==> src/lsd_consts.vh <==
`ifndef LSD_CONSTS_VH
`define LSD_CONSTS_VH
// array geometry
`define LSD_PIXELS        8'd128
`define LSD_FRAME_CLKS    8'd129
`define LSD_RECHARGE_CLKS 8'd18
`define LSD_PIX_W         8
`define LSD_CNT_W         8
// output fifo shape
`define LSD_FIFO_DEPTH    8
`define LSD_FIFO_AW       3
`endif

==> src/lsd_fifo.v <==
`timescale 1ns/1ps
`default_nettype none
// small synchronous fifo with valid/ready on both sides
module lsd_fifo #(
    parameter WIDTH = 8,
    parameter DEPTH = 8,
    parameter AW    = 3
) (
    // clock and reset
    input  wire             clk,
    input  wire             rstn,
    input  wire             ce,
    // fill side
    input  wire             in_valid,
    output wire             in_ready,
    input  wire [WIDTH-1:0] in_data,
    // drain side
    output wire             out_valid,
    input  wire             out_ready,
    output wire [WIDTH-1:0] out_data
);
    reg  [WIDTH-1:0] mem [0:DEPTH-1]; // storage
    reg  [AW-1:0]    wr_ptr;          // write index
    reg  [AW-1:0]    rd_ptr;          // read index
    reg  [AW:0]      count;           // occupancy
    wire             push;
    wire             pop;

    // full when the top count bit is set; depth is a power of two
    assign in_ready  = ~count[AW];
    assign out_valid = (count != {(AW+1){1'b0}});
    assign out_data  = mem[rd_ptr];
    assign push      = ce & in_valid & in_ready;
    assign pop       = ce & out_valid & out_ready;

    // storage write
    always @(posedge clk) begin
        if (push) begin
            mem[wr_ptr] <= in_data;
        end
    end

    // pointers and count
    always @(posedge clk or negedge rstn) begin
        if (!rstn) begin
            wr_ptr <= {AW{1'b0}};
            rd_ptr <= {AW{1'b0}};
            count  <= {(AW+1){1'b0}};
        end else begin
            if (push) begin
                wr_ptr <= wr_ptr + 1'b1;
            end
            if (pop) begin
                rd_ptr <= rd_ptr + 1'b1;
            end
            if (push && !pop) begin
                count <= count + 1'b1;
            end else if (pop && !push) begin
                count <= count - 1'b1;
            end
        end
    end
endmodule // lsd_fifo
`default_nettype wire

==> src/lsd_sensor.v <==
`timescale 1ns/1ps
`default_nettype none
`include "lsd_consts.vh"
module lsd_sensor (
    // clock and reset
    input  wire                  clk,
    input  wire                  rstn,
    input  wire                  ce,
    // sensor pins from controller
    input  wire                  sensor_clock,
    input  wire                  start_pulse,
    // light level per pixel, sampled at integration end
    input  wire [`LSD_PIX_W-1:0] light_level,
    // serial pixel output
    output reg  [`LSD_PIX_W-1:0] pixel_analog_out,
    output reg                   pixel_strobe,
    // buffered pixel stream
    output wire                  pix_valid,
    input  wire                  pix_ready,
    output wire [`LSD_PIX_W-1:0] pix_data,
    // status
    output reg                   readout_busy,
    output reg                   integrating,
    output reg                   overrun,
    output wire                  stream_stall
);
    ////////////////////////////////////////////////////////////////
    // states
    // one-hot codes; any other code falls back to idle via default
    localparam [2:0] ST_IDLE  = 3'b001; // integrating, no frame
    localparam [2:0] ST_ARMED = 3'b010; // start seen, awaiting clock
    localparam [2:0] ST_SHIFT = 3'b100; // shifting pixels out

    // increment helper, used only by the frame counter clk_cnt
    // wraps at 8 bits; the frame counter never passes 129
    function [`LSD_CNT_W-1:0] inc8;
        input [`LSD_CNT_W-1:0] v;
        begin
            inc8 = v + 8'h01;
        end
    endfunction

    ////////////////////////////////////////////////////////////////
    // pin synchronisers
    // both pins come from the controller's own clock domain, so each
    // passes two flops before any logic looks at it; the edge detect
    // then reads only the second stage, never the first
    // both detectors idle low after reset, matching the idle pin level,
    // so a released reset never fakes a clock or start edge
    reg  [1:0] ck_sync;             // clock pin two-stage
    reg  [1:0] si_sync;             // start pin two-stage
    reg        ck_last;             // previous synced clock
    reg        si_last;             // previous synced start
    wire       ck_rise;
    wire       si_rise;
    assign ck_rise = ck_sync[1] & ~ck_last;
    assign si_rise = si_sync[1] & ~si_last;

    // sample pins
    // ce low freezes both stages, like every other register
    always @(posedge clk or negedge rstn) begin
        if (!rstn) begin
            ck_sync <= 2'b00;
            si_sync <= 2'b00;
            ck_last <= 1'b0;
            si_last <= 1'b0;
        end else if (ce) begin
            ck_sync <= {ck_sync[0], sensor_clock};
            si_sync <= {si_sync[0], start_pulse};
            ck_last <= ck_sync[1];
            si_last <= si_sync[1];
        end
    end

    ////////////////////////////////////////////////////////////////
    // pixel array and frame control
    // the array holds one frame; the counter runs from the start edge
    reg  [`LSD_PIX_W-1:0] pix_mem [0:127]; // held charges
    reg  [2:0]            state;           // frame state
    reg  [`LSD_CNT_W-1:0] clk_cnt;         // clocks since start
    reg  [6:0]            wr_idx;          // charge capture index
    reg                   fifo_push;       // one pixel to stream
    wire                  fifo_in_ready;

    // buffer full: the next strobed pixel is lost
    assign stream_stall = ~fifo_in_ready;

    // charge accumulation: latest light of each pixel, round robin
    // the store is frozen while a frame is shifting out, so the values
    // released are those captured at the start edge, even after the
    // recharge point has passed in the middle of the frame
    // no reset: contents are don't-care until the first integration
    always @(posedge clk) begin
        if (ce && integrating && !readout_busy) begin
            // only idle integration writes the array
            pix_mem[wr_idx] <= light_level;
        end
    end

    // frame sequencer
    // start edge: freeze charges, raise busy, wait for the first clock
    // clock rise k (1..128): present pixel k-1 with a one-cycle strobe
    // clock rise 18: integration restarts for the next frame
    // clock rise 129: output returns to zero and the frame ends
    // a start edge inside a frame is refused and only sets overrun;
    // the controller must space its start pulses a full frame apart
    // every step acts on the synced pin edge, some three cycles late
    // limitation: if no clock follows a start, the block stays armed
    // until the next reset, since the controller owns the clock
    always @(posedge clk or negedge rstn) begin
        if (!rstn) begin
            state            <= ST_IDLE;
            clk_cnt          <= 8'h00;
            wr_idx           <= 7'h00;
            pixel_analog_out <= 8'h00;
            pixel_strobe     <= 1'b0;
            readout_busy     <= 1'b0;
            integrating      <= 1'b1;
            overrun          <= 1'b0;
            fifo_push        <= 1'b0;
        end else if (ce) begin
            pixel_strobe <= 1'b0;
            fifo_push    <= 1'b0;
            // write index sweeps the array while charges build
            if (integrating) begin
                wr_idx <= wr_idx + 7'h01;
            end
            case (state)
                ST_IDLE: begin
                    // start freezes charges and arms the shift
                    // the counter restarts here, so every frame counts from zero
                    if (si_rise) begin
                        state        <= ST_ARMED;
                        clk_cnt      <= 8'h00;
                        readout_busy <= 1'b1;
                        integrating  <= 1'b0;
                    end
                end
                ST_ARMED: begin
                    // a second start before the first clock is refused too
                    if (si_rise) begin
                        overrun <= 1'b1;
                    end
                    // first clock edge drives pixel zero
                    if (ck_rise) begin
                        state            <= ST_SHIFT;
                        clk_cnt          <= 8'h01;
                        pixel_analog_out <= pix_mem[0];
                        pixel_strobe     <= 1'b1;
                        fifo_push        <= 1'b1;
                    end
                end
                ST_SHIFT: begin
                    // early start only sets overrun; the frame carries on
                    if (si_rise) begin
                        overrun <= 1'b1;
                    end
                    if (ck_rise) begin
                        clk_cnt <= inc8(clk_cnt);
                        if (inc8(clk_cnt) == `LSD_RECHARGE_CLKS) begin
                            integrating <= 1'b1;
                        end
                        if (clk_cnt < `LSD_PIXELS) begin
                            // one pixel per clock period
                            pixel_analog_out <= pix_mem[clk_cnt[6:0]];
                            pixel_strobe     <= 1'b1;
                            fifo_push        <= 1'b1;
                        end else begin
                            // clock 129 carries no pixel: output rests
                            // at zero and no strobe is raised
                            pixel_analog_out <= 8'h00;
                        end
                        // 129th rise closes the frame and frees the start input
                        if (inc8(clk_cnt) == `LSD_FRAME_CLKS) begin
                            state        <= ST_IDLE;
                            readout_busy <= 1'b0;
                        end
                    end
                end
                default: begin
                    state <= ST_IDLE;
                end
            endcase
        end
    end

    ////////////////////////////////////////////////////////////////
    // pixel stream buffer
    // the sensor cannot be paused mid-frame, so a full buffer drops the
    // pixel offered to it; stream_stall shows when that happens and a
    // consumer that keeps pix_ready high never loses a pixel at any
    // legal clock rate, since a pixel arrives at most every few cycles
    // the buffer shares ce, so a frozen block neither fills nor drains
    lsd_fifo #(
        .WIDTH (`LSD_PIX_W),
        .DEPTH (`LSD_FIFO_DEPTH),
        .AW    (`LSD_FIFO_AW)
    ) u_fifo (
        .clk       (clk),
        .rstn      (rstn),
        .ce        (ce),
        .in_valid  (fifo_push),
        .in_ready  (fifo_in_ready),
        .in_data   (pixel_analog_out),
        .out_valid (pix_valid),
        .out_ready (pix_ready),
        .out_data  (pix_data)
    );
endmodule // lsd_sensor
`default_nettype wire

==> config.mk <==
export PLATFORM = sky130hd
export DESIGN_NAME = lsd_sensor
export DESIGN_NICKNAME = d
export VERILOG_FILES = /design/src/lsd_fifo.v /design/src/lsd_sensor.v
export VERILOG_INCLUDE_DIRS = /design/src /design/src/src
export SDC_FILE = /design/constraint.sdc
export NUM_CORES = 1
export LEC_CHECK = 0
export ABC_AREA = 1
export CAP_MARGIN = 0
export CELL_PAD_IN_SITES_DETAIL_PLACEMENT = 1
export CELL_PAD_IN_SITES_GLOBAL_PLACEMENT = 1
export CORE_MARGIN = 3
export CORE_UTILIZATION = 35
export CTS_BUF_LIST = sky130_fd_sc_hd__clkbuf_8
export CTS_CLUSTER_DIAMETER = 40
export CTS_CLUSTER_SIZE = 28
export DETAILED_ROUTE_END_ITERATION = 16
export DONT_BUFFER_PORTS = 1
export GPL_TIMING_DRIVEN = 0
export PLACE_DENSITY_LB_ADDON = 0.1
export SLEW_MARGIN = 20
export SYNTH_ARGS = -nofsm -noshare
export SYNTH_HDL_FRONTEND = slang
export SYNTH_SLANG_ARGS = --single-unit
==> constraint.sdc <==
create_clock -name clk -period 2.15 [get_ports clk]
set_input_delay 0.43 -clock clk [delete_from_list [all_inputs] [get_ports clk]]
set_output_delay 0.43 -clock clk [all_outputs]
set_load 0.005 [all_outputs]
Word level (Yosys, flattened, before mapping)
Memories as Yosys holds them, arrays and structs flattened.
Index checks and enable logic that the tools add are counted.

storage, ports and cells
  register bits = 46
  memory bits (writable) = 1088
  bits of input ports = 14
  output and inout bits = 22
  word-level logic and storage cells = 94
  memories kept = 2

memories
  name        words  width  read ports  clocked after Yosys merged registers in  write ports  line             source
  pix_mem     128    8      2           0                                        1            lsd_sensor.v:78  reg [`LSD_PIX_W-1:0] pix_mem [0:127];
  u_fifo.mem  8      8      1           0                                        1            lsd_fifo.v:22    reg [WIDTH-1:0] mem [0:DEPTH-1];

operators by class
  add/subtract/negate cells = 6
  order comparisons = 1
  equal/unequal tests = 10
  multiplexer cells = 31
  bitwise operators = 9
  reductions and logical operators = 20

operators with widths
  kind                   count
  $mux W8                6
  $pmux W8 S3            1
  $reduce_and A5 Y1      4
  $pmux W8 S2            1
  $mux W1                13
  $mux W3                4
  $ne A2 B2 Y1 const B   5
  $pmux W3 S3            1
  $add A8 B1 Y8 const B  1
  $eq A8 B5 Y1 const B   1
  $eq A8 B8 Y1 const B   1
  $lt A8 B8 Y1 const B   1
  $mux W4                2
  $add A7 B1 Y7 const B  1
  $add A3 B1 Y3 const B  2
  $and A1 B1 Y1          6
  $pmux W1 S2            3
  $reduce_bool A2 Y1     3
  $add A4 B1 Y4 const B  1
  $logic_and A1 B1 Y1    4
  $reduce_and A4 Y1      1
  $reduce_bool A4 Y1     1
  $sub A4 B1 Y4 const B  1
  $eq A3 B1 Y1 const B   1
  8 further kinds        12

Logic depth before layout (Yosys ltp)
  word-level depth = 6
  mapped depth = 16
  depth with buffers taken out = 13

Modules after synthesis
Synthesis repeated with hierarchy kept, for this count alone.

unflattened totals
  cells, all modules = 4414
  area total of the unflattened synthesis = 47834.6 µm²

by module, submodules not included
  module      instances  cells an instance  area an instance (µm²)  seq. area each (µm²)
  lsd_sensor  1          4123               44670.3                 31652.9
  lsd_fifo    1          291                3164.3                  2172.1

Worst setup path before layout
No wires, ideal clock.

  path kind = register to register
  start point = register u_fifo.count[3]
  end point = register u_fifo.count[3]
  library setup time = 0.125 ns
  arrival time = 2.273 ns
  data required time = 2.025 ns
  slack = -0.248 ns
  cell stages (with the launch flop) = 12
  path buffers = 0
  period minus slack after synthesis = 2.398 ns
  cells stage by stage = dfrtp_1 -> or4_1 -> nand3_1 -> ha_1 -> inv_1 -> ha_1 -> a21o_1 -> a21oi_1 -> nand2_1 -> nand2_1 -> nor2_1 -> xor2_1

between the ends
  word-level cells in the longest chain between the ends = 6
  elaborated cells on any way between the ends = 14
  classes of those cells = add/sub (2); mux (2); bitwise (4); reduce/logical (6)

RTL lines
  element                                        line             source
  start: declaration                             lsd_fifo.v:25    reg [AW:0] count;
  start signal: assignment                       lsd_fifo.v:48    count <= {(AW+1){1'b0}};
  start signal: assignment                       lsd_fifo.v:57    count <= count + 1'b1;
  start signal: assignment                       lsd_fifo.v:59    count <= count - 1'b1;
  $reduce_bool A4 Y1 *                           lsd_fifo.v:31    assign out_valid = (count != {(AW+1){1'b0}});
  net pix_valid                                  lsd_sensor.v:18  output wire pix_valid,
  $and A1 B1 Y1 * (2 in a row)                   lsd_fifo.v:34    assign pop = ce & out_valid & out_ready;
  $logic_not A1 Y1                               lsd_fifo.v:56    if (push && !pop) begin
  $logic_and A1 B1 Y1                            lsd_fifo.v:56
  $mux W4 or $reduce_bool A2 Y1 (tied branches)  n/a

The timed path passes the listed nets; every way through them passes the cells marked *. The select of a mux whose other input is x is not followed.
A chain may end at the register's enable or synchronous reset.

Final worst setup path
  start point = register clk_cnt[2]
  end point = register pixel_analog_out[5]

between the ends
  word-level cells in the longest chain between the ends = 4
  elaborated cells on any way between the ends = 5
  classes of those cells = order compare (1); mux (3); memory (1)

RTL lines
  element                                          line              source
  start: declaration                               lsd_sensor.v:80   reg [`LSD_CNT_W-1:0] clk_cnt;
  start signal: assignment                         lsd_sensor.v:159  clk_cnt <= inc8(clk_cnt);
  $mem_v2 Z128 W8 or $lt A8 B8 Y1 (tied branches)  n/a
  $mux W8 *                                        lsd_sensor.v:163  if (clk_cnt < `LSD_PIXELS) begin
  $mux W8 *                                        lsd_sensor.v:158  if (ck_rise) begin
  $pmux W8 S2 *                                    lsd_sensor.v:128  case (state)
  end signal: assignment                           lsd_sensor.v:148  pixel_analog_out <= pix_mem[0];
  end signal: assignment                           lsd_sensor.v:165  pixel_analog_out <= pix_mem[clk_cnt[6:0]];
  end: declaration                                 lsd_sensor.v:15   output reg [`LSD_PIX_W-1:0] pixel_analog_out,

Every way passes the cells marked *; elsewhere a longest branch is shown, timed or not. The select of a mux whose other input is x is not followed.

==> impl_metrics.csv <==
group,metric,value,unit
status,status,"complete, but fails checks",
status,violations,"setup timing",
clock_network,path_clk_slew,70,ps
floorplan,die_w,375,um
sta,fin_crit_sh,125,%
power,power.density,1170,nW/um^2
global_routing,overflow,0,
sta,rsz0062_at_grt,"true",
power,p_leak,0.0224,uW
sta,slew_viol_final,0,
setup_path,worstPathCellList,"nand2_1 -> buf_2 -> buf_2 -> a21oi_1 -> nor2_1 -> nand2_1 -> nand3_1 -> nand3_1 -> nand3_2 -> a21oi_2",
synth,synthCells,4366,
clock_network,numCtsBuffers,182,
cells_and_area,layout_commonest_cell,"edfxtp_1",
clock_network,cts-root-buf,"clkbuf_8",
place,routabilityCongestion,0.880,
routing,num_vias,35171,
setup_path,slowest_delay,460,ps
synth,ys_seq_elements,1134,
sta,hold_viol,0,
sta,holdWs,25.3,ps
setup_path,cp_slowest_cell,"dfrtp_2",
clock_network,cts_tree,"built",
sta,relSlewSlack,27.2,%
setup_path,crit_type,"flop to flop",
global_routing,grt_first_pass_wirelength,262000,um
hold_path,min_to,"pix_mem[91][7]",
sta,setup_ws,-538,ps
floorplan,io_pins,36,
global_routing,antenna_found_initial,9,
routing,drtIter0Drc,3313,
setup_path,endpoint_kind,"flop",
setup_path,start_kind,"flop",
floorplan,fp.dieH,375,um
floorplan,core_area,134000,um^2
routing,wl,189000,um
global_routing,grt_max_degree,129,
sta,tightest_slew,1090,ps
place,pre_cts_ws,-2030,ps
routing,ant_nets,0,
setup_path,cp.arrival,3480,ps
hold_path,min_from,"light_level[7]",
cells_and_area,drive_gt1_share,22.9,%
synth,syn_nets,4390,
cells_and_area,layout_common_cells,"1088 x edfxtp_1, 1078 x nand2_1, 597 x nor2_1",
synth,synth_warnings,0,
place,hpwl,121000,um
synth,ys_seq_area_share,71.1,%
global_routing,grt_pass1_vias,34908,
clock_network,clockBufferDepth,3,
clock_network,clock_sinks,1134,
power,vdd_drop_max,545,uV
setup_path,r2r-start,"clk_cnt[2]",
sta,setup_viol,168,
routing,vias_per_cell,5.25,
synth,avgSynthCellArea,10.9,um^2
hold_path,hold_depth,1,
routing,drc,0,
sta,finClkSkew,50.3,ps
setup_path,required,2940,ps
hold_path,hold_path_class,"input pin to flop",
synth,synth.distinct_cells,35,
routing,routedWlPerCell,28.2,um
sta,fin_crit,2690,ps
setup_path,rrSetupSlack,-540,ps
floorplan,dieArea,140000,um^2
setup_path,r2r_cells,10,
setup_path,r2r_end,"pixel_analog_out[5]",
global_routing,grt_usage,26.4,%
synth,syn-cell-area,47500,um^2
flow_run,cap_viol_max_count,0,
cells_and_area,nNetsFinal,4791,
sta,fmaxAchievable,0.372,GHz
floorplan,start_util,35.5,%
cells_and_area,synthToLayoutAreaGrowth,26.9,%
routing,dr.pass1.iters,5,
setup_path,worstPathMaxFanout,10,
clock_network,cts-htree-levels,4,
floorplan,std_cell_rows,134,
place,port_buffers,0,
clock_network,worstSkewPairLatency,940,ps
==> worst max-delay path: cells and delay by family, from the launching register on <==
kind / cells / cell delay [ps]
AOI/OAI and AO/OA: 2 / 140
DFF: 1 / 460
and+or+nand+nor: 6 / 1080
buffers and inverters: 2 / 830
==> state kept, by name, summed over array words and instances (netlist names), 3 cells and up <==
signal,flops
pixel_analog_out,8
wr_idx,7
clk_cnt,8
state,3
u_fifo.wr_ptr,3
pix_mem,1024
u_fifo.count,4
u_fifo.rd_ptr,3
u_fifo.mem,64
==> worst max-delay path by stage <==
stage / depth (start not counted) / endpoint / startpoint
after floorplan: 11 / u_fifo.count[3] / u_fifo.count[1]
after global placement: 5 / pix_mem[68][5] / integrating
after detailed placement: 5 / pix_mem[19][7] / integrating
after CTS: 6 / pix_data[5] / u_fifo.rd_ptr[0]
after global routing: 6 / pix_data[5] / u_fifo.rd_ptr[1]
final: 10 / pixel_analog_out[5] / clk_cnt[2]
==> per-layer routing <==
metal / track usage, % / vias to the layer above / wire [um]
li1: - / 15614 / -
met1: 36.3 / 17982 / 81400
met2: 41.3 / 1233 / 85700
met3: 5.11 / 340 / 14400
met4: 9.95 / 2 / 7340
met5: 0 / - / 14
==> cell usage after synthesis (all sizes together) <==
cell,n,area share [%]
a21o,1,0.016
a21oi,86,0.91
a31o,1,0.018
a31oi,9,0.12
buf,141,1.8
clkbuf,92,0.73
clkinv,3,0.024
dfrtp,44,2.3
dfstp,2,0.11
edfxtp,1088,69
fa,1,0.042
ha,9,0.24
inv,254,2.0
mux2,1,0.024
nand2,1110,8.8
nand3,359,3.8
nand4,7,0.092
nor2,802,6.4
nor3,4,0.053
o211ai,8,0.13
o21ai,312,3.3
o22ai,11,0.14
or2,2,0.026
or4,1,0.016
xnor2,2,0.037
xor2,16,0.29
==> metrics by stage <==
stage	TNS [ps]	utilization, %	std cells	power [uW]	area (um^2)
floorplan	-7900	-	4366	36600	47600
global placement	-1646100	37.1	6134	45500	49800
detailed placement	-1601380	37.2	6134	45700	49800
CTS	-45210	43.6	6625	70600	58500
global route	-28230	45.0	6693	73900	60300
finish	-12550	45.0	6695	70800	60300
==> timing repair <==
action                     4_1_cts  5_1_grt
setup endpoints to repair     1121     1082
pin swaps                      110       95
buffers inserted               119       62
gates resized for setup        743      238
hold endpoints to repair      1103       26
hold buffers                    24        2
gates cloned                     8        4
==> cell type report <==
cell class              count  area (um^2)
diodes                      4         10.0
plain buffers             231         2050
repair inverters            1         6.26
fillers                 14184        73800
well taps                1768         2210
repair buffers            218         3180
flip-flops and latches   1134        33800
clock buffers             183         2520
inverters                 257          987
multi-input cells        2742        13900
clock inverters           157         1650
==> power by group <==
part           switching [uW]  internal, uW
combinational           16600          7290
sequential                656         24700
clock                    9740         11800
total                   27000         43800
==> cell families after synthesis <==
family	count (synthesis)	synth area share (%)
buffers and inverters	490	4.52
multiplexers	1	0.0237
AO/OA/AOI/OAI	428	4.61
flip-flops	1134	71.1
adder cells (fa/ha/maj)	10	0.279
AND/OR/NAND/NOR	2285	19.1
XOR/XNOR	18	0.332
(Power assumes the default switching activity.)
